[src/common/adcsr_params.svh]
// constants for the converter status and result readout block
// assumes a 32-bit axi4-lite bus with byte addresses in the low 8 bits
//
// Summary of operation
// - The sequence done flag is set when a sequence ends in single mode, and only after the first sequence in continuous mode.
// - Writing the control register starts a fresh sequence and clears the sequence done flag.
// - A three-bit pointer shows the result slot that will be written next, in four- and eight-slot sequences.
// - Eight slot done bits, bit n for slot n, are set when that slot's conversion finishes.
// - A slot done bit stays set until its slot is read, and the read clears it unless that slot's conversion finishes in the same cycle.
// - Every stored result is readable at three addresses, and the address picks the format.
// - Unsigned right view puts a 10-bit result in bits 9..0, an 8-bit one in 7..0 with 9..8 zero.
// - Unsigned right view always reads zero in bits 15..10.
// - Signed left view puts a 10-bit result in bits 15..6, an 8-bit one in 15..8 with 7..6 zero.
// - Signed view takes mid-reference as zero, so bit 15 is 0 above it and 1 below it.
// - Unsigned left view puts a 10-bit result in bits 15..6, an 8-bit one in 15..8 with 7..6 zero.
// - Both left views always read zero in bits 5..0.
// - A sequence is four or eight conversions, as the eight conversion select says.
// - With scanning off one sequence runs and stops; with it on, sequences repeat.
`ifndef ADCSR_PARAMS_SVH
`define ADCSR_PARAMS_SVH

// register byte offsets
`define ADCSR_OFS_CTRL 8'h00
`define ADCSR_OFS_STAT 8'h04
`define ADCSR_OFS_INT 8'h08
`define ADCSR_OFS_MASK 8'h0C
`define ADCSR_OFS_UR 8'h40
`define ADCSR_OFS_SL 8'h60
`define ADCSR_OFS_UL 8'h80
`define ADCSR_OFS_END 8'hA0

// control fields
`define ADCSR_CTL_SCAN 0
`define ADCSR_CTL_EIGHT 1
`define ADCSR_CTL_RES10 2

// interrupt status and mask fields
`define ADCSR_INT_SEQ 0
`define ADCSR_INT_SLOT 1

// reset values and last slot numbers
`define ADCSR_RST_CTRL 3'h0
`define ADCSR_RST_MASK 2'h0
`define ADCSR_LAST4 3'h3
`define ADCSR_LAST8 3'h7

// bus answers
`define ADCSR_RESP_OKAY 2'h0
`define ADCSR_RESP_SLVERR 2'h2

`endif

[src/common/adcsr_pkg.sv]
// types for the converter status and result readout block
// assumes adcsr_params.svh for all numeric constants
package adcsr_pkg;
    typedef enum logic [1:0] {
        ADCSR_ST_IDLE = 2'b01,
        ADCSR_ST_RUN = 2'b10
    } adcsr_state_type;

    typedef enum logic [1:0] {
        ADCSR_VIEW_UR = 2'h0,
        ADCSR_VIEW_SL = 2'h1,
        ADCSR_VIEW_UL = 2'h2
    } adcsr_view_type;
endpackage

[src/common/adcsr_fmt_if.sv]
// carrier between the register file and the result formatter
// assumes adcsr_pkg is compiled first
`timescale 1ns/1ps
interface adcsr_fmt_if;
    logic [9:0] raw;
    logic res10;
    adcsr_pkg::adcsr_view_type view;
    logic [15:0] word;

    modport src (output raw, output res10, output view, input word);
    modport fmt (input raw, input res10, input view, output word);
endinterface

[src/logic/adcsr_format.sv]
// result formatter: one stored result into one of three read views
// assumes raw holds an 8-bit result in its low bits when res10 is low
`timescale 1ns/1ps
module adcsr_format (
    adcsr_fmt_if.fmt f
);
    // pick the layout from the view code
    always_comb begin
        unique case (f.view)
            adcsr_pkg::ADCSR_VIEW_UR: begin
                if (f.res10) begin
                    f.word = {6'h00, f.raw};
                end else begin
                    f.word = {8'h00, f.raw[7:0]};
                end
            end
            adcsr_pkg::ADCSR_VIEW_SL: begin
                // midpoint is zero: flip the top bit
                if (f.res10) begin
                    f.word = {~f.raw[9], f.raw[8:0], 6'h00};
                end else begin
                    f.word = {~f.raw[7], f.raw[6:0], 8'h00};
                end
            end
            adcsr_pkg::ADCSR_VIEW_UL: begin
                if (f.res10) begin
                    f.word = {f.raw, 6'h00};
                end else begin
                    f.word = {f.raw[7:0], 8'h00};
                end
            end
            default: begin
                f.word = 16'h0000;
            end
        endcase
    end
endmodule

[src/logic/adcsr_top.sv]
// converter status and result readout with an axi4-lite register slave
// assumes the converter core runs on clk_sys and pulses conv_valid
//
// Design decisions made here: the AXI4-Lite slave port and the address map.
`timescale 1ns/1ps
`include "adcsr_params.svh"
module adcsr_top (
    input wire logic clk_sys,
    input wire logic rst,
    input wire logic [31:0] s_axi_awaddr,
    input wire logic s_axi_awvalid,
    output logic s_axi_awready,
    input wire logic [31:0] s_axi_wdata,
    input wire logic [3:0] s_axi_wstrb,
    input wire logic s_axi_wvalid,
    output logic s_axi_wready,
    output logic [1:0] s_axi_bresp,
    output logic s_axi_bvalid,
    input wire logic s_axi_bready,
    input wire logic [31:0] s_axi_araddr,
    input wire logic s_axi_arvalid,
    output logic s_axi_arready,
    output logic [31:0] s_axi_rdata,
    output logic [1:0] s_axi_rresp,
    output logic s_axi_rvalid,
    input wire logic s_axi_rready,
    input wire logic conv_valid,
    input wire logic [9:0] conv_result,
    output logic conv_busy,
    output logic [2:0] conv_slot,
    output logic irq
);
    ////////////////////////////////////////////////////////////////////////
    // state
    logic aw_held, w_held;
    logic [7:0] aw_addr;
    logic [15:0] w_data;
    logic [1:0] w_strb;
    logic next_awready, next_wready, next_aw_held, next_w_held;
    logic [7:0] next_aw_addr;
    logic [15:0] next_w_data;
    logic [1:0] next_w_strb;
    logic next_bvalid, next_arready, next_rvalid;
    logic [1:0] next_bresp, next_rresp;
    logic [31:0] next_rdata;

    logic [2:0] ctrl, next_ctrl;
    logic [1:0] int_mask, next_int_mask;
    logic [1:0] int_stat, next_int_stat;
    adcsr_pkg::adcsr_state_type state, next_state;
    logic [2:0] ptr, next_ptr;
    logic first_seq, next_first_seq;
    logic seq_done, next_seq_done;
    logic [7:0] slot_bits, next_slot_bits;
    logic [9:0] slots [8];
    logic [9:0] next_slots [8];
    logic next_irq, next_conv_busy;

    // decode helpers
    logic wr_fire, wr_mapped, ctl_start, mask_wr, int_wr;
    logic rd_take, rd_mapped, is_result, is_ur, is_sl, is_left;
    logic [7:0] rd_ofs, rd_clr;
    logic [2:0] last_slot;
    logic conv_accept, seq_end;
    logic [15:0] stat_word;

    adcsr_fmt_if fmt_bus ();

    adcsr_format u_format (
        .f (fmt_bus)
    );

    ////////////////////////////////////////////////////////////////////////
    // address decode
    assign wr_fire = aw_held && w_held && !s_axi_bvalid;
    assign wr_mapped = aw_addr < `ADCSR_OFS_END && aw_addr[1:0] == 2'h0
        && (aw_addr <= `ADCSR_OFS_MASK || aw_addr >= `ADCSR_OFS_UR);
    assign ctl_start = wr_fire && aw_addr == `ADCSR_OFS_CTRL && w_strb[0];
    assign mask_wr = wr_fire && aw_addr == `ADCSR_OFS_MASK && w_strb[0];
    assign int_wr = wr_fire && aw_addr == `ADCSR_OFS_INT && w_strb[0];

    assign rd_ofs = s_axi_araddr[7:0];
    assign rd_take = s_axi_arvalid && s_axi_arready;
    assign rd_mapped = rd_ofs < `ADCSR_OFS_END && rd_ofs[1:0] == 2'h0
        && (rd_ofs <= `ADCSR_OFS_MASK || rd_ofs >= `ADCSR_OFS_UR);
    assign is_result = rd_take && rd_mapped && rd_ofs >= `ADCSR_OFS_UR;
    assign is_ur = is_result && rd_ofs < `ADCSR_OFS_SL;
    assign is_sl = is_result && rd_ofs >= `ADCSR_OFS_SL
        && rd_ofs < `ADCSR_OFS_UL;
    assign is_left = is_result && rd_ofs >= `ADCSR_OFS_SL;
    // a result read clears that slot's done bit
    assign rd_clr = is_result ? (8'h01 << rd_ofs[4:2]) : 8'h00;

    // sequence length and end
    assign last_slot = ctrl[`ADCSR_CTL_EIGHT] ? `ADCSR_LAST8
        : `ADCSR_LAST4;
    assign conv_accept = conv_valid && state == adcsr_pkg::ADCSR_ST_RUN;
    assign seq_end = conv_accept && ptr == last_slot;
    assign stat_word = {seq_done, 4'h0, ptr, slot_bits};

    // formatter feed: slot picked by address, view by address range
    assign fmt_bus.raw = slots[rd_ofs[4:2]];
    assign fmt_bus.res10 = ctrl[`ADCSR_CTL_RES10];
    assign fmt_bus.view = is_ur ? adcsr_pkg::ADCSR_VIEW_UR
        : is_sl ? adcsr_pkg::ADCSR_VIEW_SL
        : adcsr_pkg::ADCSR_VIEW_UL;

    ////////////////////////////////////////////////////////////////////////
    // bus group next values
    always_comb begin
        next_aw_held = aw_held;
        next_aw_addr = aw_addr;
        next_w_held = w_held;
        next_w_data = w_data;
        next_w_strb = w_strb;
        next_bvalid = s_axi_bvalid;
        next_bresp = s_axi_bresp;
        next_arready = s_axi_arready;
        next_rvalid = s_axi_rvalid;
        next_rresp = s_axi_rresp;
        next_rdata = s_axi_rdata;
        if (s_axi_awvalid && s_axi_awready) begin
            next_aw_held = 1'b1;
            next_aw_addr = s_axi_awaddr[7:0];
        end
        if (s_axi_wvalid && s_axi_wready) begin
            next_w_held = 1'b1;
            next_w_data = s_axi_wdata[15:0];
            next_w_strb = s_axi_wstrb[1:0];
        end
        if (s_axi_bvalid && s_axi_bready) begin
            next_bvalid = 1'b0;
        end
        // write executes once address and data are both in
        if (wr_fire) begin
            next_aw_held = 1'b0;
            next_w_held = 1'b0;
            next_bvalid = 1'b1;
            next_bresp = wr_mapped ? `ADCSR_RESP_OKAY : `ADCSR_RESP_SLVERR;
        end
        next_awready = !next_aw_held;
        next_wready = !next_w_held;
        if (s_axi_rvalid && s_axi_rready) begin
            next_rvalid = 1'b0;
            next_arready = 1'b1;
        end
        if (rd_take) begin
            next_rvalid = 1'b1;
            next_arready = 1'b0;
            next_rresp = rd_mapped ? `ADCSR_RESP_OKAY : `ADCSR_RESP_SLVERR;
            next_rdata = 32'h0000_0000;
            if (is_result) begin
                next_rdata = {16'h0000, fmt_bus.word};
            end else if (rd_ofs == `ADCSR_OFS_CTRL) begin
                next_rdata = {29'h0000_0000, ctrl};
            end else if (rd_ofs == `ADCSR_OFS_STAT) begin
                next_rdata = {16'h0000, stat_word};
            end else if (rd_ofs == `ADCSR_OFS_INT) begin
                next_rdata = {30'h0000_0000, int_stat};
            end else if (rd_ofs == `ADCSR_OFS_MASK) begin
                next_rdata = {30'h0000_0000, int_mask};
            end
        end
    end

    // bus group registers
    always_ff @(posedge clk_sys or posedge rst) begin
        if (rst) begin
            aw_held <= 1'b0;
            aw_addr <= 8'h00;
            w_held <= 1'b0;
            w_data <= 16'h0000;
            w_strb <= 2'h0;
            s_axi_awready <= 1'b1;
            s_axi_wready <= 1'b1;
            s_axi_bvalid <= 1'b0;
            s_axi_bresp <= `ADCSR_RESP_OKAY;
            s_axi_arready <= 1'b1;
            s_axi_rvalid <= 1'b0;
            s_axi_rresp <= `ADCSR_RESP_OKAY;
            s_axi_rdata <= 32'h0000_0000;
        end else begin
            aw_held <= next_aw_held;
            aw_addr <= next_aw_addr;
            w_held <= next_w_held;
            w_data <= next_w_data;
            w_strb <= next_w_strb;
            s_axi_awready <= next_awready;
            s_axi_wready <= next_wready;
            s_axi_bvalid <= next_bvalid;
            s_axi_bresp <= next_bresp;
            s_axi_arready <= next_arready;
            s_axi_rvalid <= next_rvalid;
            s_axi_rresp <= next_rresp;
            s_axi_rdata <= next_rdata;
        end
    end

    ////////////////////////////////////////////////////////////////////////
    // converter group next values
    always_comb begin
        next_ctrl = ctrl;
        next_int_mask = int_mask;
        next_int_stat = int_stat;
        next_state = state;
        next_ptr = ptr;
        next_first_seq = first_seq;
        next_seq_done = seq_done;
        next_slots = slots;
        // result reads clear done bits, a same-cycle set below wins
        next_slot_bits = slot_bits & ~rd_clr;
        if (mask_wr) begin
            next_int_mask = w_data[1:0];
        end
        if (int_wr) begin
            next_int_stat = int_stat & ~w_data[1:0];
        end
        // control write restarts at slot zero
        if (ctl_start) begin
            next_ctrl = w_data[2:0];
            next_state = adcsr_pkg::ADCSR_ST_RUN;
            next_ptr = 3'h0;
            next_first_seq = 1'b1;
            next_seq_done = 1'b0;
        end else if (conv_accept) begin
            next_slots[ptr] = ctrl[`ADCSR_CTL_RES10] ? conv_result
                : {2'h0, conv_result[7:0]};
            next_slot_bits[ptr] = 1'b1;
            next_int_stat[`ADCSR_INT_SLOT] = 1'b1;
            if (seq_end) begin
                next_ptr = 3'h0;
                next_first_seq = 1'b0;
                if (first_seq) begin
                    next_seq_done = 1'b1;
                    next_int_stat[`ADCSR_INT_SEQ] = 1'b1;
                end
                if (!ctrl[`ADCSR_CTL_SCAN]) begin
                    next_state = adcsr_pkg::ADCSR_ST_IDLE;
                end
            end else begin
                next_ptr = ptr + 3'h1;
            end
        end
        next_irq = |(next_int_stat & next_int_mask);
        next_conv_busy = next_state == adcsr_pkg::ADCSR_ST_RUN;
    end

    // converter group registers
    always_ff @(posedge clk_sys or posedge rst) begin
        if (rst) begin
            ctrl <= `ADCSR_RST_CTRL;
            int_mask <= `ADCSR_RST_MASK;
            int_stat <= 2'h0;
            state <= adcsr_pkg::ADCSR_ST_IDLE;
            ptr <= 3'h0;
            first_seq <= 1'b0;
            seq_done <= 1'b0;
            slot_bits <= 8'h00;
            for (int i = 0; i < 8; i++) begin
                slots[i] <= 10'h000;
            end
            irq <= 1'b0;
            conv_busy <= 1'b0;
            conv_slot <= 3'h0;
        end else begin
            ctrl <= next_ctrl;
            int_mask <= next_int_mask;
            int_stat <= next_int_stat;
            state <= next_state;
            ptr <= next_ptr;
            first_seq <= next_first_seq;
            seq_done <= next_seq_done;
            slot_bits <= next_slot_bits;
            slots <= next_slots;
            irq <= next_irq;
            conv_busy <= next_conv_busy;
            conv_slot <= next_ptr;
        end
    end
endmodule

[config.mk]
export PLATFORM = sky130hd
export DESIGN_NAME = adcsr_top
export DESIGN_NICKNAME = d
export VERILOG_FILES = /design/src/common/adcsr_pkg.sv /design/src/common/adcsr_fmt_if.sv /design/src/logic/adcsr_format.sv /design/src/logic/adcsr_top.sv
export VERILOG_INCLUDE_DIRS = /design/src /design/src/common
export SDC_FILE = /design/constraint.sdc
export NUM_CORES = 1
export LEC_CHECK = 0
export ABC_CLOCK_PERIOD_IN_PS = 4500
export BUFFER_PORTS_ARGS = -buffer_cell sky130_fd_sc_hd__buf_2
export CAP_MARGIN = 0
export CORE_ASPECT_RATIO = 1.5
export CORE_MARGIN = 2
export CORE_UTILIZATION = 50
export CTS_CLUSTER_DIAMETER = 30
export DETAILED_ROUTE_END_ITERATION = 8
export GPL_ROUTABILITY_DRIVEN = 0
export PLACE_DENSITY = 0.76
export SYNTH_ARGS = -nofsm -noshare
export SYNTH_HDL_FRONTEND = slang
export SYNTH_SLANG_ARGS = --single-unit
[constraint.sdc]
create_clock -name clk_sys -period 4.5 [get_ports clk_sys]
set_clock_uncertainty 0.15 [all_clocks]
set_input_delay 0.225 -clock clk_sys [delete_from_list [all_inputs] [get_ports clk_sys]]
set_output_delay 0.225 -clock clk_sys [all_outputs]
set_load 0.05 [all_outputs]
==> metrics.txt <==
R2R cell count 6; path class of the lowest-slack min-delay path in -> reg; Routed met3 length 706 µm; Initial DRT Pass Iterations 5; Clk Tree Root Cell sky130_fd_sc_hd__clkbuf_16; detailed router's first-iteration violation count between 200 and 300; mean area per synthesized cell 12.26 µm²; final critical delay including setup and external delays between 2 and 3 ns; portion of synthesized cell area occupied by the leading cell type 0.5208; fill cell count ~1,000; number of global-route vias before repair 4,594; Yosys top cell by area sky130_fd_sc_hd__dfrtp_1; top cells by instance count after synthesis sky130_fd_sc_hd__dfrtp_1, sky130_fd_sc_hd__mux2_2, sky130_fd_sc_hd__nand2_1; Static Leak roughly 3.7 nW; Slew headroom 0.3240; final number of setup-violating endpoints 0; number of remaining DRC errors 0; number of distinct standard cells referenced by the synthesized netlist 59; area delta synth->final 16.82%; num rows 51; detail-routed net length per standard cell ~19 µm; hold buffer count at cts 24; startpoint types flip-flop; final setup TNS 0 ns; CTS tree done; placeable core region 12,950 µm²; critical path peak fanout 22; insertion delay to the later sink of the worst-skew pair 0.42 ns; Avg Vias per Cell 5.773; overall routing resource usage 0.2179; Die Area around 14,000 µm²; sequential fraction of design power 0.435; Switching Power 1.361 mW; Critical Setup Path Class reg -> reg; slew at the pin closest to its max-slew limit about 1 ns; portion of the post-synthesis area used by sequential elements 0.5368; clock sink count 141; quantity of gates resized following cts 0; CP delay by family, top simple AND/OR/NAND/NOR gates; count of state elements after synthesis 141; cell occurring most often along the worst timing path sky130_fd_sc_hd__nand2_1; post-layout worst setup margin 1.667 ns; Switching Fraction 0.3249; CTS Buffer Depth 2; final max-slew violation count 0; P per Cell Area ~540 nW/µm²; layout cell share with drive strength beyond 1 0.3084; area of the mapped netlist 6583 µm²; worst reg2reg path endpoint s_axi_rdata[6]; largest net degree at the start of global routing 117; largest cells by area after synthesis sky130_fd_sc_hd__dfrtp_1, sky130_fd_sc_hd__mux2_2, sky130_fd_sc_hd__mux4_1; effective utilization at floorplan 0.5082; number of antenna violations at the first check in global routing 0; number of port buffers 65; uppermost routed layer met4; final number of hold-violating endpoints 0; overall power after layout 4.188 mW; worst vdd ir about 0.21 mV; postcts setup bufs 0; Worst Setup SP s_axi_arready; final worst path period share 0.6296; warnings from Yosys 0; Hold Worst Slack 0.01574 ns; clock group share of total power 0.315; critical path required time between 4 and 5 ns; cell-internal power 2.828 mW; count of flip-flops with a built-in enable after synthesis 0; Net count, final 735; Horiz. Die Dim a little under 100 µm; worst path cell trace nand2_1, or3_1, nor2_1, nand2_1, o221ai_1, o21a_1; post-synthesis cell count 537; RSZ-0062 raised after global routing false; vertical extent of the die 144.5 µm; multi-input combinational cell area 2768 µm²; HPWL after DPL a little under 10,000 µm; slowest cell delay on critical path 0.61 ns; kind of capture point of the worst setup path flip-flop; Sequential Area 3533 µm²; Via Count 4,549; power share of the combinational group 0.251; number of H-tree levels 4; maxcap violations 0; Placement Setup Slack between 1.5 and 2 ns; aggregate routed wire length 14,940 µm; most repeated cell in the gate-level netlist after synthesis sky130_fd_sc_hd__dfrtp_1; post-route ant nets 0; worst setup slack for register-to-register paths 1.67 ns; path length in cells of the critical path 6; met1 wire length 5728 µm; total congestion overflow after global routing 0; number of diodes 0; Highest Clock Rate around 350 MHz; most frequently used flop master after synthesis sky130_fd_sc_hd__dfrtp_1; number of I/O pins 164; count of buffering cells on the critical path with inverters included 0; run status finished, final reports clean; capturing element of the worst setup path s_axi_rdata[6]; cts bufs inserted 17; slowest stage cell, crit path sky130_fd_sc_hd__or3_1; share of async-settable or async-resettable flops after synthesis 1.000; Worst-path clk slew roughly 0.06 ns; arrival time of data at the critical path endpoint 3.05 ns; length of routed met2 wiring 7960 µm; first-pass GRT wire length roughly 24,000 µm; start of the worst register-to-register path s_axi_arready
## layout make-up
class | count | share of cell area
sequential | 141 | 0.4595
tap | 159 | 0.02587
multi-input combinational | 354 | 0.3599
inverter | 11 | 0.006020
clock buffer | 21 | 0.06118
timing repair buffer | 91 | 0.07550
clock inverter | 11 | 0.01204
## how the worst min path moves through the flow
stage	from	end	slack, ns	cells past startpoint
finish	conv_result[1]	slots[11]	0.02	2
global route	conv_result[1]	slots[61]	0.03	2
CTS	conv_result[1]	slots[11]	0.01	2
detailed placement	s_axi_arvalid	s_axi_arready	0.26	2
global placement	s_axi_arvalid	s_axi_arready	0.24	2
floorplan	s_axi_arvalid	s_axi_arready	0.13	1
## cell usage in the layout (no fill, tap or decap), types with 5 or more instances in the layout
master,Yosys,final
sky130_fd_sc_hd__dlygate4sd3_1,0,24
sky130_fd_sc_hd__nand3_1,7,7
sky130_fd_sc_hd__clkbuf_16,0,17
sky130_fd_sc_hd__mux2i_1,13,13
sky130_fd_sc_hd__o31ai_1,6,6
sky130_fd_sc_hd__clkinv_2,0,6
sky130_fd_sc_hd__mux2_2,81,81
sky130_fd_sc_hd__o21ai_0,39,39
sky130_fd_sc_hd__mux4_2,5,5
sky130_fd_sc_hd__buf_2,13,65
sky130_fd_sc_hd__nand2_1,61,61
sky130_fd_sc_hd__conb_1,1,18
sky130_fd_sc_hd__a21oi_1,11,11
sky130_fd_sc_hd__dfrtp_1,137,137
sky130_fd_sc_hd__nor2_1,30,30
sky130_fd_sc_hd__and2_1,5,5
sky130_fd_sc_hd__nor2b_1,5,5
sky130_fd_sc_hd__inv_1,10,9
sky130_fd_sc_hd__mux4_1,12,12
## power groups by stage
stage / logic (mW) / clock network, mW / registers, mW
detailed placement: 1.03 / 0 / 1.83
global route: 1.13 / 1.39 / 1.86
CTS: 1.06 / 1.33 / 1.82
global placement: 0.990 / 0 / 1.80
floorplan: 0.629 / 0 / 1.97
finish: 1.05 / 1.32 / 1.82
## registers in the layout, indices dropped and copies added (netlist names), 2 cells and up
register	flops
aw_addr	8
slots	80
ctrl	3
slot_bits	8
int_mask	2
w_data	3
int_stat	2
ptr	3
s_axi_rdata	16
state	2
## stage by stage
step	instances	util	instance area, µm²
finish	788	0.5936	7690
global route	788	0.5936	7690
CTS	788	0.5936	7690
detailed placement	732	0.5316	6887
global placement	732	0.5316	6887
floorplan	554	-	6646
## metal layers
| metal | vias to the layer above | GRT usage |
|---|---|---|
| met4 | 0 | 0.1184 |
| met1 | 2312 | 0.2490 |
| met3 | 40 | 0.04785 |
| met5 | - | 0 |
| met2 | 155 | 0.3815 |
| li1 | 2042 | - |
## cells by family after synthesis
group | after synthesis | share of synthesized area
adders and majority gates | 1 | 0.001900
muxes | 114 | 0.2308
xor gates and xnor gates | 2 | 0.002662
and+or+nand+nor | 132 | 0.09200
buffers and inverters | 59 | 0.05246
AOI/OAI and AO/OA | 87 | 0.08288
other | 1 | 0.0005697
DFF | 141 | 0.5368
## worst register-to-register path, delay by kind of cell (launching register included)
kind | cells | cell delay, ns
simple gates | 4 | 1.70
flops | 1 | 0.56
compound gates | 2 | 0.37
(Power assumes the default switching activity.)
